--- src/pseq_regs.svh ---
/*
  Timing figures and reset levels of the push-button power sequencer.
  Assumes it is included by bare name after the package, in the debounce and sequencer design files.
*/
`ifndef PSEQ_REGS_SVH
`define PSEQ_REGS_SVH

`define CLK_HZ 20000000
`define CLK_PERIOD_NS (1000000000 / `CLK_HZ)
`define DEBOUNCE_MS 50
`define DEBOUNCE_CYCLES (`DEBOUNCE_MS * (`CLK_HZ / 1000))
`define HOLD_QUAL_NS 2000
`define HOLD_QUAL_CYCLES ((`HOLD_QUAL_NS + `CLK_PERIOD_NS - 1) / `CLK_PERIOD_NS)
`define BUTTON_IDLE 1'b1
`define LEVEL_OFF 1'b0

`endif

--- src/pseq_pkg.sv ---
/*
  Types of the push-button power sequencer: the one-hot power state.
  Assumes nothing of its surroundings.
*/
package pseq_pkg;
  typedef enum logic [5:0] {
    ST_STANDBY = 6'h01,
    ST_DECIDE  = 6'h02,
    ST_WAIT_ON = 6'h04,
    ST_ON1     = 6'h08,
    ST_ON2     = 6'h10,
    ST_OFF     = 6'h20
  } power_state_e;
endpackage

--- src/input_sync.sv ---
/*
  Three-flop synchroniser for a vector of pin levels.
  Assumes asynchronous pins; a change is passed once flops two and three agree.
*/
`timescale 1ns/1ps
`default_nettype none
module input_sync #(
  parameter int WIDTH = 4,
  parameter logic [WIDTH-1:0] INIT = '0
) (
  input wire logic clk,
  input wire logic rst,
  input wire logic [WIDTH-1:0] din,
  output logic [WIDTH-1:0] dout
);
  logic [WIDTH-1:0] s1_r;
  logic [WIDTH-1:0] s2_r;
  logic [WIDTH-1:0] s3_r;
  logic [WIDTH-1:0] q_r;

  genvar gi;
  generate
    for (gi = 0; gi < WIDTH; gi = gi + 1)
    begin : g_bit
      // s1 feeds s2 only, to keep metastability out of the compare
      always_ff @(posedge clk)
      begin
        if (rst)
        begin
          s1_r[gi] <= INIT[gi];
          s2_r[gi] <= INIT[gi];
          s3_r[gi] <= INIT[gi];
          q_r[gi] <= INIT[gi];
        end
        else
        begin
          s1_r[gi] <= din[gi];
          s2_r[gi] <= s1_r[gi];
          s3_r[gi] <= s2_r[gi];
          if (s2_r[gi] == s3_r[gi])
            q_r[gi] <= s3_r[gi];
        end
      end
    end
  endgenerate

  assign dout = q_r;
endmodule
`default_nettype wire

--- src/press_debounce.sv ---
/*
  Push-button debounce: falling edge delayed by DELAY cycles, rising edge passed at once.
  Assumes a synchronised active-low button level on the same clock.
*/
`timescale 1ns/1ps
`default_nettype none
`include "pseq_regs.svh"
module press_debounce #(
  parameter int DELAY = `DEBOUNCE_CYCLES
) (
  input wire logic clk,
  input wire logic rst,
  input wire logic level_n,
  output logic event_out
);
  localparam int CW = $clog2(DELAY + 1);
  logic [CW-1:0] cnt_r;
  logic out_r;
  wire at_limit = (cnt_r == CW'(DELAY - 1));

  always_ff @(posedge clk)
  begin
    if (rst)
    begin
      cnt_r <= '0;
      out_r <= `BUTTON_IDLE;
    end
    else if (level_n)
    begin
      // any bounce high restarts the wait
      cnt_r <= '0;
      out_r <= 1'b1;
    end
    else if (out_r)
    begin
      if (at_limit)
      begin
        cnt_r <= '0;
        out_r <= 1'b0;
      end
      else
        cnt_r <= cnt_r + 1'b1;
    end
  end

  assign event_out = out_r;
endmodule
`default_nettype wire

--- src/pushbutton_power_sequencer.sv ---
/*
  Power on/off state machine: push-button and hold-on control of the system rail,
  converter enables in order, power-good and the debounced button event.
  Assumes asynchronous pin inputs, one 20 MHz clock and a synchronous reset.
*/
`timescale 1ns/1ps
`default_nettype none
`include "pseq_regs.svh"
// Overview of operation
// battery, standby, button falls: decide, then power-on-1, system rail enabled.
// converters start in order only after the system rail reports stable.
// power-good rises only when every converter has finished turning on.
// button event copies the button, falling edge delayed by 50 ms.
// host must raise hold-on before the button is released to stay on.
// in power-on-1, hold-on high moves to power-on-2; hold-on then governs.
// host drops hold-on after seeing the button event fall.
// hold-on falling in power-on-2 powers off, converters in reverse order.
// power-good goes low when converter shutdown begins.
// on battery, system rail goes off last, then standby.
// standby reached even with button held; a held level never restarts.
// hold-on falling powers off even while the button stays held.
// on battery, only a button falling edge leaves standby, once per press.
// hold-on is ignored in standby.
// button idles high; on adapter with button high, hold-on alone enables.
// decide lasts one cycle: adapter to wait-for-on, battery to power-on-1.
// button event rises with the button, no added delay.
// hold-on low must last the qualification time; shorter pulses ignored.
// with adapter power present the machine does not stay in standby.
// button and hold-on are synchronised before any edge or decision.
// debounce is a clock counter, restarted by any return high.
module pushbutton_power_sequencer
  import pseq_pkg::*;
#(
  parameter int NUM_CONV = 3,
  parameter int DEBOUNCE_CYCLES = `DEBOUNCE_CYCLES,
  parameter int HOLD_QUAL_CYCLES = `HOLD_QUAL_CYCLES
) (
  input wire logic MCLK,
  input wire logic RESET,
  input wire logic BUTTON_PRESS_N,
  input wire logic HOLD_ON,
  input wire logic ADAPTER_PRESENT,
  input wire logic SYS_RAIL_GOOD,
  input wire logic [NUM_CONV-1:0] CONV_READY,
  output logic SYSTEM_RAIL_EN,
  output logic [NUM_CONV-1:0] CONV_EN,
  output logic SUPPLIES_GOOD,
  output logic BUTTON_EVENT_OUT,
  output pseq_pkg::power_state_e POWER_STATE
);
  import pseq_pkg::*;

  localparam int SW = NUM_CONV + 4;
  localparam int CNTW = $clog2(NUM_CONV + 1);
  localparam int QW = $clog2(HOLD_QUAL_CYCLES + 1);

  logic [SW-1:0] sync_out;
  logic btn_s;
  logic hold_s;
  logic adapter_s;
  logic rail_good_s;
  logic [NUM_CONV-1:0] conv_ready_s;

  power_state_e state_r;
  power_state_e state_nxt;
  logic btn_prev_r;
  logic [QW-1:0] hold_low_cnt_r;
  logic [CNTW-1:0] conv_cnt_r;
  logic [NUM_CONV-1:0] conv_en_r;
  logic rail_en_r;
  logic rail_en_nxt;
  logic supplies_good_r;
  logic supplies_good_nxt;

  // the button idles high, matching its pull-up, so reset holds it released
  input_sync #(
    .WIDTH(SW),
    .INIT({{NUM_CONV{`LEVEL_OFF}}, `LEVEL_OFF, `LEVEL_OFF, `LEVEL_OFF, `BUTTON_IDLE})
  ) u_sync (
    .clk(MCLK),
    .rst(RESET),
    .din({CONV_READY, SYS_RAIL_GOOD, ADAPTER_PRESENT, HOLD_ON, BUTTON_PRESS_N}),
    .dout(sync_out)
  );

  assign btn_s = sync_out[0];
  assign hold_s = sync_out[1];
  assign adapter_s = sync_out[2];
  assign rail_good_s = sync_out[3];
  assign conv_ready_s = sync_out[SW-1:4];

  press_debounce #(
    .DELAY(DEBOUNCE_CYCLES)
  ) u_debounce (
    .clk(MCLK),
    .rst(RESET),
    .level_n(btn_s),
    .event_out(BUTTON_EVENT_OUT)
  );

  // state decode
  wire st_standby = (state_r == ST_STANDBY);
  wire st_decide = (state_r == ST_DECIDE);
  wire st_wait = (state_r == ST_WAIT_ON);
  wire st_on1 = (state_r == ST_ON1);
  wire st_on2 = (state_r == ST_ON2);
  wire st_off = (state_r == ST_OFF);

  // edge only, so a button still held after power-down cannot restart
  wire btn_fall = btn_prev_r && !btn_s;
  wire hold_qualified = (hold_low_cnt_r == QW'(HOLD_QUAL_CYCLES));
  wire all_on = (conv_cnt_r == CNTW'(NUM_CONV));
  wire all_off = (conv_cnt_r == '0);

  // ready of the converter just below the count going up, at the count going down; bit 0 of up_ready stands for the rail itself
  wire [NUM_CONV:0] up_ready = {conv_ready_s, 1'b1};
  wire [NUM_CONV:0] dn_ready = {1'b0, conv_ready_s};
  wire step_up = (st_on1 || st_on2) && rail_good_s && !all_on
                 && up_ready[conv_cnt_r];
  // the next converter goes off only once the last one switched off has dropped
  wire step_dn = st_off && !all_off && !dn_ready[conv_cnt_r];

  always_comb
  begin
    state_nxt = state_r;
    case (state_r)
      ST_STANDBY:
      begin
        // hold-on plays no part here
        if (adapter_s)
          state_nxt = ST_DECIDE;
        else if (btn_fall)
          state_nxt = ST_DECIDE;
      end
      ST_DECIDE:
      begin
        if (adapter_s)
          state_nxt = ST_WAIT_ON;
        else
          state_nxt = ST_ON1;
      end
      ST_WAIT_ON:
      begin
        if (!adapter_s)
          state_nxt = ST_STANDBY;
        else if (btn_fall || (btn_s && hold_s))
          state_nxt = ST_ON1;
      end
      ST_ON1:
      begin
        if (hold_s)
          state_nxt = ST_ON2;
        else if (btn_s)
          state_nxt = ST_OFF;
      end
      ST_ON2:
      begin
        // the button level is not looked at, held or not
        if (hold_qualified)
          state_nxt = ST_OFF;
      end
      ST_OFF:
      begin
        if (all_off && adapter_s)
          state_nxt = ST_DECIDE;
        else if (all_off && !rail_en_r && !rail_good_s)
          state_nxt = ST_STANDBY;
      end
      default:
        state_nxt = ST_STANDBY;
    endcase
  end

  // on adapter the rail stays up throughout; on battery it falls after the converters
  assign rail_en_nxt = adapter_s || st_on1 || st_on2 || (st_off && !all_off);
  // judged on the next state so power-good drops on the cycle shutdown begins
  assign supplies_good_nxt = ((state_nxt == ST_ON1) || (state_nxt == ST_ON2))
                             && all_on && (&conv_ready_s);

  always_ff @(posedge MCLK)
  begin
    if (RESET)
    begin
      state_r <= ST_STANDBY;
      btn_prev_r <= `BUTTON_IDLE;
      rail_en_r <= `LEVEL_OFF;
      supplies_good_r <= `LEVEL_OFF;
    end
    else
    begin
      state_r <= state_nxt;
      btn_prev_r <= btn_s;
      rail_en_r <= rail_en_nxt;
      supplies_good_r <= supplies_good_nxt;
    end
  end

  // hold-on low qualification, saturating
  always_ff @(posedge MCLK)
  begin
    if (RESET)
      hold_low_cnt_r <= '0;
    else if (hold_s)
      hold_low_cnt_r <= '0;
    else if (!hold_qualified)
      hold_low_cnt_r <= hold_low_cnt_r + 1'b1;
  end

  // converters are enabled as a thermometer code, lowest index first
  always_ff @(posedge MCLK)
  begin
    if (RESET)
      conv_cnt_r <= '0;
    else if (step_up)
      conv_cnt_r <= conv_cnt_r + 1'b1;
    else if (step_dn)
      conv_cnt_r <= conv_cnt_r - 1'b1;
  end

  genvar gi;
  generate
    for (gi = 0; gi < NUM_CONV; gi = gi + 1)
    begin : g_conv
      wire set_en = step_up && (conv_cnt_r == CNTW'(gi));
      wire clr_en = step_dn && (conv_cnt_r == CNTW'(gi + 1));
      always_ff @(posedge MCLK)
      begin
        if (RESET)
          conv_en_r[gi] <= `LEVEL_OFF;
        else if (set_en)
          conv_en_r[gi] <= 1'b1;
        else if (clr_en)
          conv_en_r[gi] <= 1'b0;
      end
    end
  endgenerate

  assign SYSTEM_RAIL_EN = rail_en_r;
  assign CONV_EN = conv_en_r;
  assign SUPPLIES_GOOD = supplies_good_r;
  assign POWER_STATE = state_r;
endmodule
`default_nettype wire

--- config.mk ---
export PLATFORM = sky130hd
export DESIGN_NAME = pushbutton_power_sequencer
export DESIGN_NICKNAME = d
export VERILOG_FILES = /design/src/pseq_pkg.sv /design/src/input_sync.sv /design/src/press_debounce.sv /design/src/pushbutton_power_sequencer.sv
export VERILOG_INCLUDE_DIRS = /design/src
export SDC_FILE = /design/constraint.sdc
export NUM_CORES = 1
export LEC_CHECK = 0
export ABC_AREA = 1
export BUFFER_PORTS_ARGS = -buffer_cell sky130_fd_sc_hd__buf_2
export CORE_MARGIN = 3
export CORE_UTILIZATION = 30
export CTS_CLUSTER_DIAMETER = 60
export DETAILED_ROUTE_END_ITERATION = 16
export GPL_ROUTABILITY_DRIVEN = 1
export GPL_TIMING_DRIVEN = 0
export PLACE_DENSITY = 0.47
export RECOVER_POWER = 25
export SLEW_MARGIN = 20
export SYNTH_ARGS = -nofsm -noshare
export SYNTH_HDL_FRONTEND = slang
export SYNTH_HIERARCHICAL = 1
export SYNTH_SLANG_ARGS = --single-unit
--- constraint.sdc ---
create_clock -name MCLK -period 4 [get_ports MCLK]
set_input_delay 0.2 -clock MCLK [delete_from_list [all_inputs] [get_ports MCLK]]
set_output_delay 0.2 -clock MCLK [all_outputs]
set_load 0.01 [all_outputs]
# Yosys cells after proc, flatten, opt, wreduce, memory -nomap -nowiden
# Cells that the tools add are included.
classes:
  add_sub_neg: 4
  order_cmp: 1
  n_eq_ne: 20
  n_mux: 26
  reduce_logical: 38
ops:
  columns: ["op", "count"]
  rows:
  - ["$mux 6", 9]
  - ["$pmux 6 s6", 1]
  - ["$add 20x1->20 const B", 1]
  - ["$eq 20x20->1 const B", 1]
  - ["$mux 20", 1]
  - ["$logic_and 1x1->1", 18]
  - ["$eq 6x4->1 const B", 2]
  - ["$eq 6x5->1 const B", 2]
  - ["$eq 6x6->1 const B", 2]
  - ["$mux 1", 10]
  - ["$reduce_bool 2->1", 4]
  - ["$eq 1x1->1", 7]
  - ["$add 6x1->6 const B", 1]
  - ["$eq 6x1->1 const B", 1]
  - ["$eq 6x2->1 const B", 1]
  - ["$eq 6x3->1 const B", 1]
  - ["$logic_not 1->1", 6]
  - ["$logic_or 1x1->1", 6]
  - ["$bmux 1 s2", 2]
  - ["$eq 2x2->1 const B", 2]
  - ["$mux 2", 2]
  - ["$mux 4", 1]
  - ["$reduce_or 2->1", 2]
  - ["$lt 2x3->1 const B", 1]
  - ["5 further kinds", 5]
word_totals:
  register_bits: 69
  input_bits: 9
  output_inout_bits: 12
  elab_cells: 128

# Longest topological paths before layout
# Gate-level depths: netlist (run 1).
logic_depth:
  word_depth: 10
  mapped_depth: 9
  depth_no_buf: 9

# Modules after synthesis
# The synthesis (run 1) kept the hierarchy.
modules_own_cells:
  columns: ["mod", "n_inst", "cells_per_inst", "area_per_inst_um2", "seq_area_each_um2"]
  rows:
  - ["pushbutton_power_sequencer", 1, 182, 1232.4, 400.4]
  - ["press_debounce", 1, 160, 1156.1, 420.4]
  - ["input_sync", 1, 96, 844.6, 560.5]

# Least setup slack after synthesis (run 1)
# No wires, ideal clock.
synth_timing:
  kind: "register -> register"
  from: "register conv_cnt_r[0]"
  to: "register conv_cnt_r[1]"
  setup_time_ps: 117
  arrival_time_ps: 1294
  t_required_ps: 3883
  setup_slack_ps: 2589
  stages_incl_launch_ff: 9
  path_buffers: 0
  synth_period_minus_slack_ps: 1411
  cell_sequence: "dfxtp_1 -> inv_2 -> ha_1 -> nor3_4 -> nand3_4 -> nand2_1 -> nand2_1 -> nor2_1 -> nor2_1"
synth_via:
  elab_chain_cells: 5
  word_cells_on_any_way: 18
  cone_classes: "2 x add/sub; 1 x eq/ne; 6 x mux; 9 x reduce/logical"
synth_rtl:
  columns: ["element", "line", "text"]
  rows:
  - ["from (decl)", "pushbutton_power_sequencer.sv:68", "logic [CNTW-1:0] conv_cnt_r;"]
  - ["from (signal assigned)", "pushbutton_power_sequencer.sv:215", "conv_cnt_r <= conv_cnt_r + 1'b1;"]
  - ["from (signal assigned)", "pushbutton_power_sequencer.sv:217", "conv_cnt_r <= conv_cnt_r - 1'b1;"]
  - ["$bmux 1 s2 (tied with other cells)", "pushbutton_power_sequencer.sv:121", "wire step_dn = st_off && !all_off && !dn_ready[conv_cnt_r];"]
  - ["$mux 1 (implied by the code) (tied with other cells)", "pushbutton_power_sequencer.sv:121", null]
  - ["$logic_not 1->1 (tied with other cells)", "pushbutton_power_sequencer.sv:121", null]
  - ["$logic_and 1x1->1, on equally long branches", "pushbutton_power_sequencer.sv:121, pushbutton_power_sequencer.sv:119", null]
  - ["$reduce_bool 2->1 (no line) / $mux 2 (equally long branches)", null, null]
# Several ways; a longest one is shown, not always the timed one. The select of a mux whose other input is x is not followed.
# A chain may end at the register's enable or synchronous reset.

# Worst setup path after layout (run 1)
# Ends and elaborated chain as after synthesis.

==> results of run 1 <==
## critical path: stages, from the launching register on
cell	delay [ns]
dfxtp_1	0.45
inv_2	0.12
ha_1	0.30
nor3_4	0.26
nand3_4	0.14
nand2_1	0.08
nand2_1	0.05
nor2_1	0.08
nor2_1	0.04
## routing by layer
| metal | share of wire, % | up-vias |
|---|---|---|
| met5 | 0 | - |
| met3 | 3.8 | 11 |
| met1 | 54 | 1158 |
| met2 | 40 | 46 |
| li1 | - | 1435 |
| met4 | 1.7 | 0 |
## cell usage after synthesis (2+ instances only)
master and instances:
nor3_1 4, o21ai_0 19, buf_2 2, o21ai_1 4, nor2_4 3, or2_1 2, buf_6 2, nand4_1 13
nor2_1 88, nand3_1 24, dfxtp_1 69, a31oi_1 2, inv_2 2, nand3_2 2, xnor2_1 4, nand2_1 69
nand2_2 7, inv_1 65, nand2_4 3, ha_1 7, a21oi_1 19, xor2_1 9, nor2_8 2, nor2_2 8
## stage by stage
step | total power, uW | setup slack [ns] | std cells | utilization [%]
after floorplan | 743 | 2.59 | 438 | -
after global placement | 755 | 2.42 | 594 | 33.6
after detailed placement | 756 | 2.40 | 594 | 33.6
after CTS | 1310 | 2.38 | 610 | 35.4
after global routing | 1350 | 2.19 | 610 | 35.3
final | 1290 | 2.39 | 610 | 35.3
## worst paths after layout
check,startpoint,endpoint,slack (ns),cells past startpoint
worst min-delay path,CONV_READY[0],u_sync/s1_r[4],0.04,3
worst min register to register,u_sync/s1_r[3],u_sync/s2_r[3],0.41,2
worst max register to register,conv_cnt_r[0],conv_cnt_r[1],2.39,8
worst max-delay path,conv_cnt_r[0],conv_cnt_r[1],2.39,8
## kinds of logic after synthesis
| logic type | after synthesis |
|---|---|
| buffers and inverters | 73 |
| XOR/XNOR | 13 |
| adder cells (fa/ha/maj) | 7 |
| AND/OR/NAND/NOR | 229 |
| AO/OA/AOI/OAI | 47 |
| flip-flops | 69 |
## area by class of cell
type                    instances  area (sq um)  share of cell area [%]
flip-flops and latches         69          1380                    37.5
clock buffers                   9           124                    3.37
inverters                      68           255                    6.94
clock inverters                 7          62.6                    1.70
plain buffers                   5          31.3                   0.850
repair buffers                 20          98.8                    2.69
multi-input cells             296          1560                    42.3
well taps                     136           170                    4.62
## flip-flops by register name (all words and copies together) (netlist names), 3 cells and up
signal,count
u_sync/dout,7
CONV_EN,3
u_debounce/cnt_r,20
u_sync/s1_r,7
hold_low_cnt_r,6
u_sync/s2_r,7
POWER_STATE,6
u_sync/s3_r,7
## power by group
group          switching (uW)  total [uW]  internal [uW]
registers                5.55         703            698
logic                    20.8        34.2           13.4
clock network             311         549            238
total                     337        1290            949
==> out/metrics.csv, run 1 <==
metric;value;unit
outcome;finished clean;
power.density;350;mW/mm^2
grt_max_degree;16;
worst_skew_pair.late_latency;0.35;ns
postPlaceCellArea;0.00350;sq mm
yosysWarningCount;6;
post_synth_and_or_nand_nor_area_fraction;34.1;%
grt_pass1_vias;2461;
diodes;0;
fp-row-count;37;
cts.hold.buffers_added;0;
synth_nets;454;
htree_levels;3;
cp.required;4.25;ns
cp-start-kind;flip-flop;
finalMaxSlewViolations;0;
initial_core_util;31.0;%
dieArea;0.0121;sq mm
synth-edff-count;0;
grtUsageMet2;16.7;%
p_leak;0.00153;uW
synthAdderAreaFrac;2.71;%
synth.largest_area_cell;dfxtp_1;
postCtsSetupRepairBufs;0;
synth_cell_types;33;
finalWirelength;6480;um
yosys.area_share.xor_xnor;3.52;%
ys_top_cells_by_area;dfxtp_1, nor2_1, nand2_1;
vias_per_cell;4.34;
crit_path_end_kind;flip-flop;
clock-root-buffer;clkbuf_8;
grt_pass1_wl;11300;um
clock_sinks;69;
finalNetCount;485;
fin_tns_setup;0;ns
coreArea;0.0104;sq mm
portBuffers;20;
syn_inst;438;
skew;0.0117;ns
whs;0.0405;ns
cts_buffers;9;
setup_viol;0;
cts_tree;done;
gp_congestion;0.806;
route.detailed.drc;0;
gr-total-overflow;0;
synth.top_cell.area_share;42.7;%
fill_cells;1104;
first_iter_violations;135;
relSlewSlack;71.8;%
synth.area.mux_share;0;%
most-common-layout-cells;nor2_1, dfxtp_1, nand2_1, inv_1, nand3_1;
synth_compound_area_share;7.86;%
stdcell_area;0.00368;sq mm
crit_fanout;8;
ys.flop_type;dfxtp_1;
ys_ff_latch;69;
synthArstFlopShare;0;%
num_vias;2650;
criticalPathCategory;flip-flop to flip-flop;
finalCritPeriodShare;40.3;%
grt.met3_usage;2.52;%
synth_seq_area_share;42.7;%
cts.clk_slew.worst_paths;0.10;ns
rsz0062_at_grt;no;
cts.path.max_buffers;2;
ios;21;
worstMarginPinSlew;0.423;ns
grtUsageTotal;12.1;%
drt_pass1_iterations;4;
synth_top_family_by_area;simple AND/OR/NAND/NOR gates;
cp_data_arrival_time;1.87;ns
timing.fmax;620;MHz
hold_violations;0;
syn_to_final_growth;13.8;%
dp_hpwl;4700;um
netlist_area;0.00323;sq mm
synth.avg_cell_area;7.38;sq um
ir_worst_vdd;0.000123;V
fin_crit;1.61;ns
antenna_found_initial;0;
drive_gt1_share;14.8;%
hold_path.class;input pin to flip-flop;
cts_resized;0;
detail-route-antenna-nets;0;
final_common_cell;nor2_1;
fp.dieH;110;um
die_w;110;um
busiest_layer;met1;
use_met1;17.5;%
avgRoutedWirePerCell;10.6;um
cap_violations;0;
Power figures use the tool's default switching activity.
==> inputs of run 2 (changes only) <==
- ABC_AREA: 1 -> 0
- PLACE_DENSITY: 0.47 -> 0.49
- clock period: 4 -> 1.3 ns (I/O delays scaled with it)
==> out/metrics.csv, run 2 <==
metric;value;unit;change
outcome;complete, but fails checks;;
violations;negative setup slack;;
die_w;107;um;-2.7%
dieArea;0.0114;sq mm;-5.2%
synth_common_cells;dfxtp_1, nor2_1, a21oi_1, nand2_1;;
setup_viol;32;;+32
grt_pass1_wl;11100;um;-2.0%
synth_cell_types;63;;+91%
cts.path.max_buffers;2;;unchanged
ir_worst_vdd;0.000536;V;+340%
first_iter_violations;89;;-34%
synth.avg_cell_area;9.46;sq um;+28%
most-common-layout-cells;dfxtp_1, buf_4, buf_2, nand2_1, dfxtp_2;;
fp.dieH;107;um;-2.7%
cap_violations;0;;unchanged
ys_ff_latch;69;;unchanged
cts_tree;done;;
power;3880;uW;+200%
synth_most_common_cell;dfxtp_1;;
largest_register;u_debounce/cnt_r;;
synthArstFlopShare;0;%;unchanged
grt.met3_usage;3.19;%;+0.67 points
rr_worst_depth;6;;-2
synth_nets;339;;-25%
finalCritPeriodShare;154;%;+110 points
regArea;0.00143;sq mm;+3.8%
multi_input_area;0.00172;sq mm;+11%
synth_seq_area_share;45.2;%;+2.5 points
final_cell_count_no_fill;527;;-14%
setup_ws;-0.703;ns;-3.09 ns
final_common_cell;dfxtp_1;;
crit_path_end_kind;flip-flop;;
hold_violations;0;;unchanged
route.detailed.drc;0;;unchanged
vias_per_cell;4.66;;+7.3%
final_util;41.5;%;+6.2 points
use_met1;16.3;%;-1.3 points
synth-edff-count;0;;unchanged
relSlewSlack;48.4;%;-23 points
gp_congestion;0.794;;-1.5%
grtUsageMet2;18.0;%;+1.3 points
fill_cells;1012;;-8.3%
ys_top_cells_by_area;dfxtp_1, a21oi_1, nor2_1;;
drt_pass1_iterations;5;;+1
gr-total-overflow;0;;unchanged
htree_levels;3;;unchanged
finalWirelength;6540;um;+1.0%
ys.flop_type;dfxtp_1;;
timing.fmax;499;MHz;-20%
skew;0.0119;ns;+0.000212 ns
yosysWarningCount;6;;unchanged
power.density;952;mW/mm^2;+170%
dp_hpwl;4110;um;-13%
finalMaxSlewViolations;0;;unchanged
synth.largest_area_cell;dfxtp_1;;
min_path_cells;2;;-1
netlist_area;0.00305;sq mm;-5.5%
initial_core_util;31.1;%;+0.064 points
antenna_found_initial;0;;unchanged
p_leak;0.00143;uW;-6.6%
ios;21;;unchanged
syn_to_final_growth;33.5;%;
grt_max_degree;17;;+1
stdcell_area;0.00408;sq mm;+11%
syn_inst;323;;-26%
coreArea;0.00982;sq mm;-5.7%
placed_cells;476;;-20%
fp-row-count;36;;-2.7%
crit_fanout;7;;-1
hold_path.class;input pin to flip-flop;;
dp_slack;-0.801;ns;-3.20 ns
synth.top_cell.area_share;45.2;%;+2.5 points
busiest_layer;met2;;
clock-root-buffer;clkbuf_8;;
portBuffers;20;;unchanged
clock_sinks;69;;unchanged
worstMarginPinSlew;0.766;ns;+0.343 ns
postPlaceCellArea;0.00337;sq mm;-3.7%
avgRoutedWirePerCell;12.4;um;+17%
finalNetCount;405;;-16%
num_vias;2456;;-7.3%
cp_data_arrival_time;2.27;ns;+0.40 ns
largest_register_ffs;20;;unchanged
cts.clk_slew.worst_paths;0.08;ns;-0.02 ns
drive_gt1_share;38.3;%;+24 points
cp-start-kind;flip-flop;;
fin_crit;2.00;ns;+0.391 ns
diodes;0;;unchanged
cp.required;1.57;ns;-2.68 ns
rsz0062_at_grt;yes;;
grtUsageTotal;12.2;%;+0.082 points
detail-route-antenna-nets;0;;unchanged
criticalPathCategory;flip-flop to flip-flop;;
worst_skew_pair.late_latency;0.34;ns;about the same
grt_pass1_vias;2348;;-4.6%
cts_buffers;9;;unchanged
[run 2: changes by cell type after synthesis, moves of 5 or more]
cell     before  now
nor2b_1       0   14
nand3_1      24    7
nor2_1       88   26
and2b_1       0    8
nand2_1      69   21
o31ai_1       1    6
nand4_1      13    6
nand2_2       7    1
inv_1        65   12
nor2_2        8    0
o21ai_0      19   14
or3_1         0    5
[run 2: through the flow]
| step | hold WS [ns] | TNS, ns |
|---|---|---|
| 2_1_floorplan | 0.137 | -6.83 |
| 3_3_place_gp | 0.271 | -10.00 |
| 3_5_place_dp | 0.269 | -10.22 |
| 4_1_cts | 0.0622 | -9.72 |
| 5_1_grt | 0.0971 | -11.28 |
| 6_report | 0.0692 | -9.33 |
[run 2: critical path, cell delays in order (launching register included)]
cell     delay, ns
dfxtp_4       0.35
or4_4         0.54
or4b_4        0.55
buf_4         0.17
nor3_2        0.17
nor3_2        0.05
nor3_1        0.11
[run 2: cell families (layout without fill, tap and decap cells)]
logic type                 after synthesis  in the layout  share of synthesized area, %
xor gates and xnor gates                17             17                          4.87
muxes                                    2              2                         0.655
and+or+nand+nor                        142            142                          28.6
buffers and inverters                   25             96                          4.67
DFF                                     69             69                          45.2
AOI/OAI and AO/OA                       61             61                          13.2
adders and majority gates                7              7                          2.87
[run 2: repair_timing]
action | CTS | global route
buffers inserted | 24 | 9
resized for setup | 40 | 38
setup endpoints to repair | 33 | 35
hold endpoints to repair | 7 | 0
pin swaps | 19 | 11
hold buffers | 7 | 0
gates cloned | 1 | 0
[run 2: metal layers]
metal / vias up / share of wire [%] / wire length (um)
met5: - / 0 / 0
met4: 0 / 1.0 / 68
met3: 7 / 3.3 / 215
met2: 31 / 44 / 2910
met1: 1150 / 51 / 3350
li1: 1268 / - / -
[run 2: worst paths after layout]
check,start,to,slack (ns)
hold / removal,RESET,POWER_STATE[1],0.07
setup reg to reg,POWER_STATE[0],conv_cnt_r[1],-0.70
hold reg to reg,u_sync/s1_r[0],u_sync/s2_r[0],0.41
setup / recovery,POWER_STATE[0],conv_cnt_r[1],-0.70
[run 2: area by class of cell]
class / instances / share of cell area (%)
inverter: 12 / 1.10
tap: 133 / 4.08
timing repair buffer: 59 / 11.0
clock buffer: 10 / 3.38
multi-input combinational: 229 / 42.2
buffer: 9 / 1.93
sequential: 69 / 35.2
clock inverter: 6 / 1.10
[run 2: power by group]
group / leakage (uW) / switching [uW] / internal [uW]
Clock: 0.0000853 / 852 / 753
Sequential: 0.000573 / 19.5 / 2130
Combinational: 0.000772 / 54.2 / 70.0
Total: 0.00143 / 925 / 2950
==> inputs of run 3 (changes only) <==
- CORE_ASPECT_RATIO: not set -> 0.5
==> out/metrics.csv, run 3 (synthesized netlist as in run 2, its figures left out) <==
metric;value;unit;change
portBuffers;20;;unchanged
dp_slack;-0.830;ns;-0.0288 ns
syn_to_final_growth;38.2;%;
avgRoutedWirePerCell;12.4;um;about the same
worst_skew_pair.late_latency;0.33;ns;about the same
cp_data_arrival_time;2.22;ns;-0.05 ns
whs;0.0938;ns;+0.0246 ns
gp_congestion;0.813;;+2.4%
htree_levels;3;;unchanged
power;4740;uW;+22%
fp-row-count;25;;-31%
swShare;21.5;%;-2.3 points
p_leak;0.00153;uW;+6.8%
largest_register_ffs;20;;unchanged
setup_ws;-0.709;ns;-0.00660 ns
fin_crit;2.01;ns;+0.00660 ns
detail-route-antenna-nets;0;;unchanged
die_w;149;um;+39%
placed_cells;478;;+0.42%
drive_gt1_share;37.7;%;-0.60 points
hold_path.class;input pin to flip-flop;;
criticalPathCategory;flip-flop to flip-flop;;
grtUsageTotal;12.2;%;+0.039 points
cp-start-kind;flip-flop;;
grt_max_degree;17;;unchanged
timing.fmax;498;MHz;-0.33%
coreArea;0.00967;sq mm;-1.6%
clock_sinks;69;;unchanged
cts_tree;done;;
final_cell_count_no_fill;530;;+0.57%
fp.dieH;77.3;um;-28%
gr-total-overflow;0;;unchanged
finalWirelength;6580;um;+0.64%
grt_pass1_wl;11300;um;+2.3%
crit_path_end_kind;flip-flop;;
relSlewSlack;47.0;%;-1.4 points
largest_register;u_debounce/cnt_r;;
dieArea;0.0115;sq mm;+0.64%
diodes;0;;unchanged
route.detailed.drc;0;;unchanged
multi_input_area;0.00173;sq mm;+0.44%
cts.path.max_buffers;2;;unchanged
finalCritPeriodShare;155;%;+0.51 points
comb_power_share;3.1;%;about the same
initial_core_util;31.6;%;+0.50 points
cts_buffers;9;;unchanged
vias_per_cell;4.71;;+1.1%
setup_viol;34;;+6.3%
violations;negative setup slack;;
num_vias;2496;;+1.6%
pwr-share-seq;45.5;%;-9.9 points
final_common_cell;dfxtp_1;;
cap_violations;0;;unchanged
clock-root-buffer;clkbuf_16;;
rsz0062_at_grt;yes;;
p_switching;1020;uW;+10%
ir_worst_vdd;0.000622;V;+16%
most-common-layout-cells;dfxtp_1, buf_2, buf_4, nand2_1, nor2_1;;
finalMaxSlewViolations;0;;unchanged
cp.required;1.51;ns;-0.06 ns
regArea;0.00142;sq mm;-0.87%
dp_hpwl;4130;um;+0.42%
worstMarginPinSlew;0.790;ns;+0.0241 ns
skew;0.00555;ns;-0.00634 ns
pwr-share-clk;51.3;%;+9.9 points
fill_cells;941;;-7.0%
first_iter_violations;85;;-4.5%
grt_pass1_vias;2420;;+3.1%
crit_fanout;3;;-4
ios;21;;unchanged
cts.clk_slew.worst_paths;0.06;ns;-0.02 ns
power.density;1120;mW/mm^2;+18%
cellInternalPower;3720;uW;+26%
outcome;complete, but fails checks;;
fin_tns_setup;-9.86;ns;-0.528 ns
hold_violations;0;;unchanged
antenna_found_initial;0;;unchanged
finalNetCount;406;;+0.25%
drt_pass1_iterations;4;;-1
[run 3: cell count changes in the layout (fill, tap and decap cells not counted), sizes merged]
cell      before  now
buf           59   60
clkinvlp       3    1
clkbuf        11   10
bufinv         0    1
clkinv         1    3
[run 3: final timing paths]
path	slack (ns)	startpoint	cells after the start	endpoint
max	-0.71	POWER_STATE[0]	5	SUPPLIES_GOOD
min	0.09	RESET	2	POWER_STATE[1]
max reg2reg	-0.71	POWER_STATE[0]	5	SUPPLIES_GOOD
min reg2reg	0.41	u_sync/s1_r[0]	1	u_sync/s2_r[0]
[run 3: timing repair]
action | in CTS | in global routing
setup endpoints to repair | 34 | 35
buffers inserted | 21 | 11
resized for setup | 42 | 35
gates cloned | 1 | 0
hold endpoints to repair | 7 | 0
pin swaps | 16 | 17
hold buffers | 7 | 0
[run 3: per-layer routing]
metal  track usage (%)  vias to the layer above  wire length [um]
met5                 0                        -                 0
met4              3.69                        0                95
met3              4.55                        8               239
met2              20.1                       34              3180
met1              14.9                     1182              3070
li1                  -                     1272                 -
[run 3: layout make-up]
cell class                 count  share of cell area, %
multi-input combinational    229                   41.0
timing repair buffer          60                   11.4
clock inverter                 7                   1.75
buffer                         9                   1.87
tap                          135                   4.00
inverter                      12                   1.07
sequential                    69                   33.7
clock buffer                   9                   5.33
[run 3: critical path, cell delays in order (launching register included)]
cell and delay [ns]:
dfxtp_4 0.34, or4_4 0.54, or3b_1 0.44, or3b_1 0.38, nand4_1 0.11, nor4_1 0.08
[run 3: per-stage QoR]
stage	cell area, sq um	utilization (%)
detailed placement	3380	34.9
finish	4220	43.7
floorplan	3110	-
CTS	4030	41.6
global placement	3380	34.9
global route	4220	43.7
[run 3: power by group through the flow]
stage	registers [uW]	clock network [uW]	logic, uW
after global placement	2210	0	93.6
after global routing	2160	2620	166
after detailed placement	2220	0	99.1
final	2160	2430	149
after CTS	2160	2510	139
after floorplan	2210	0	65.1
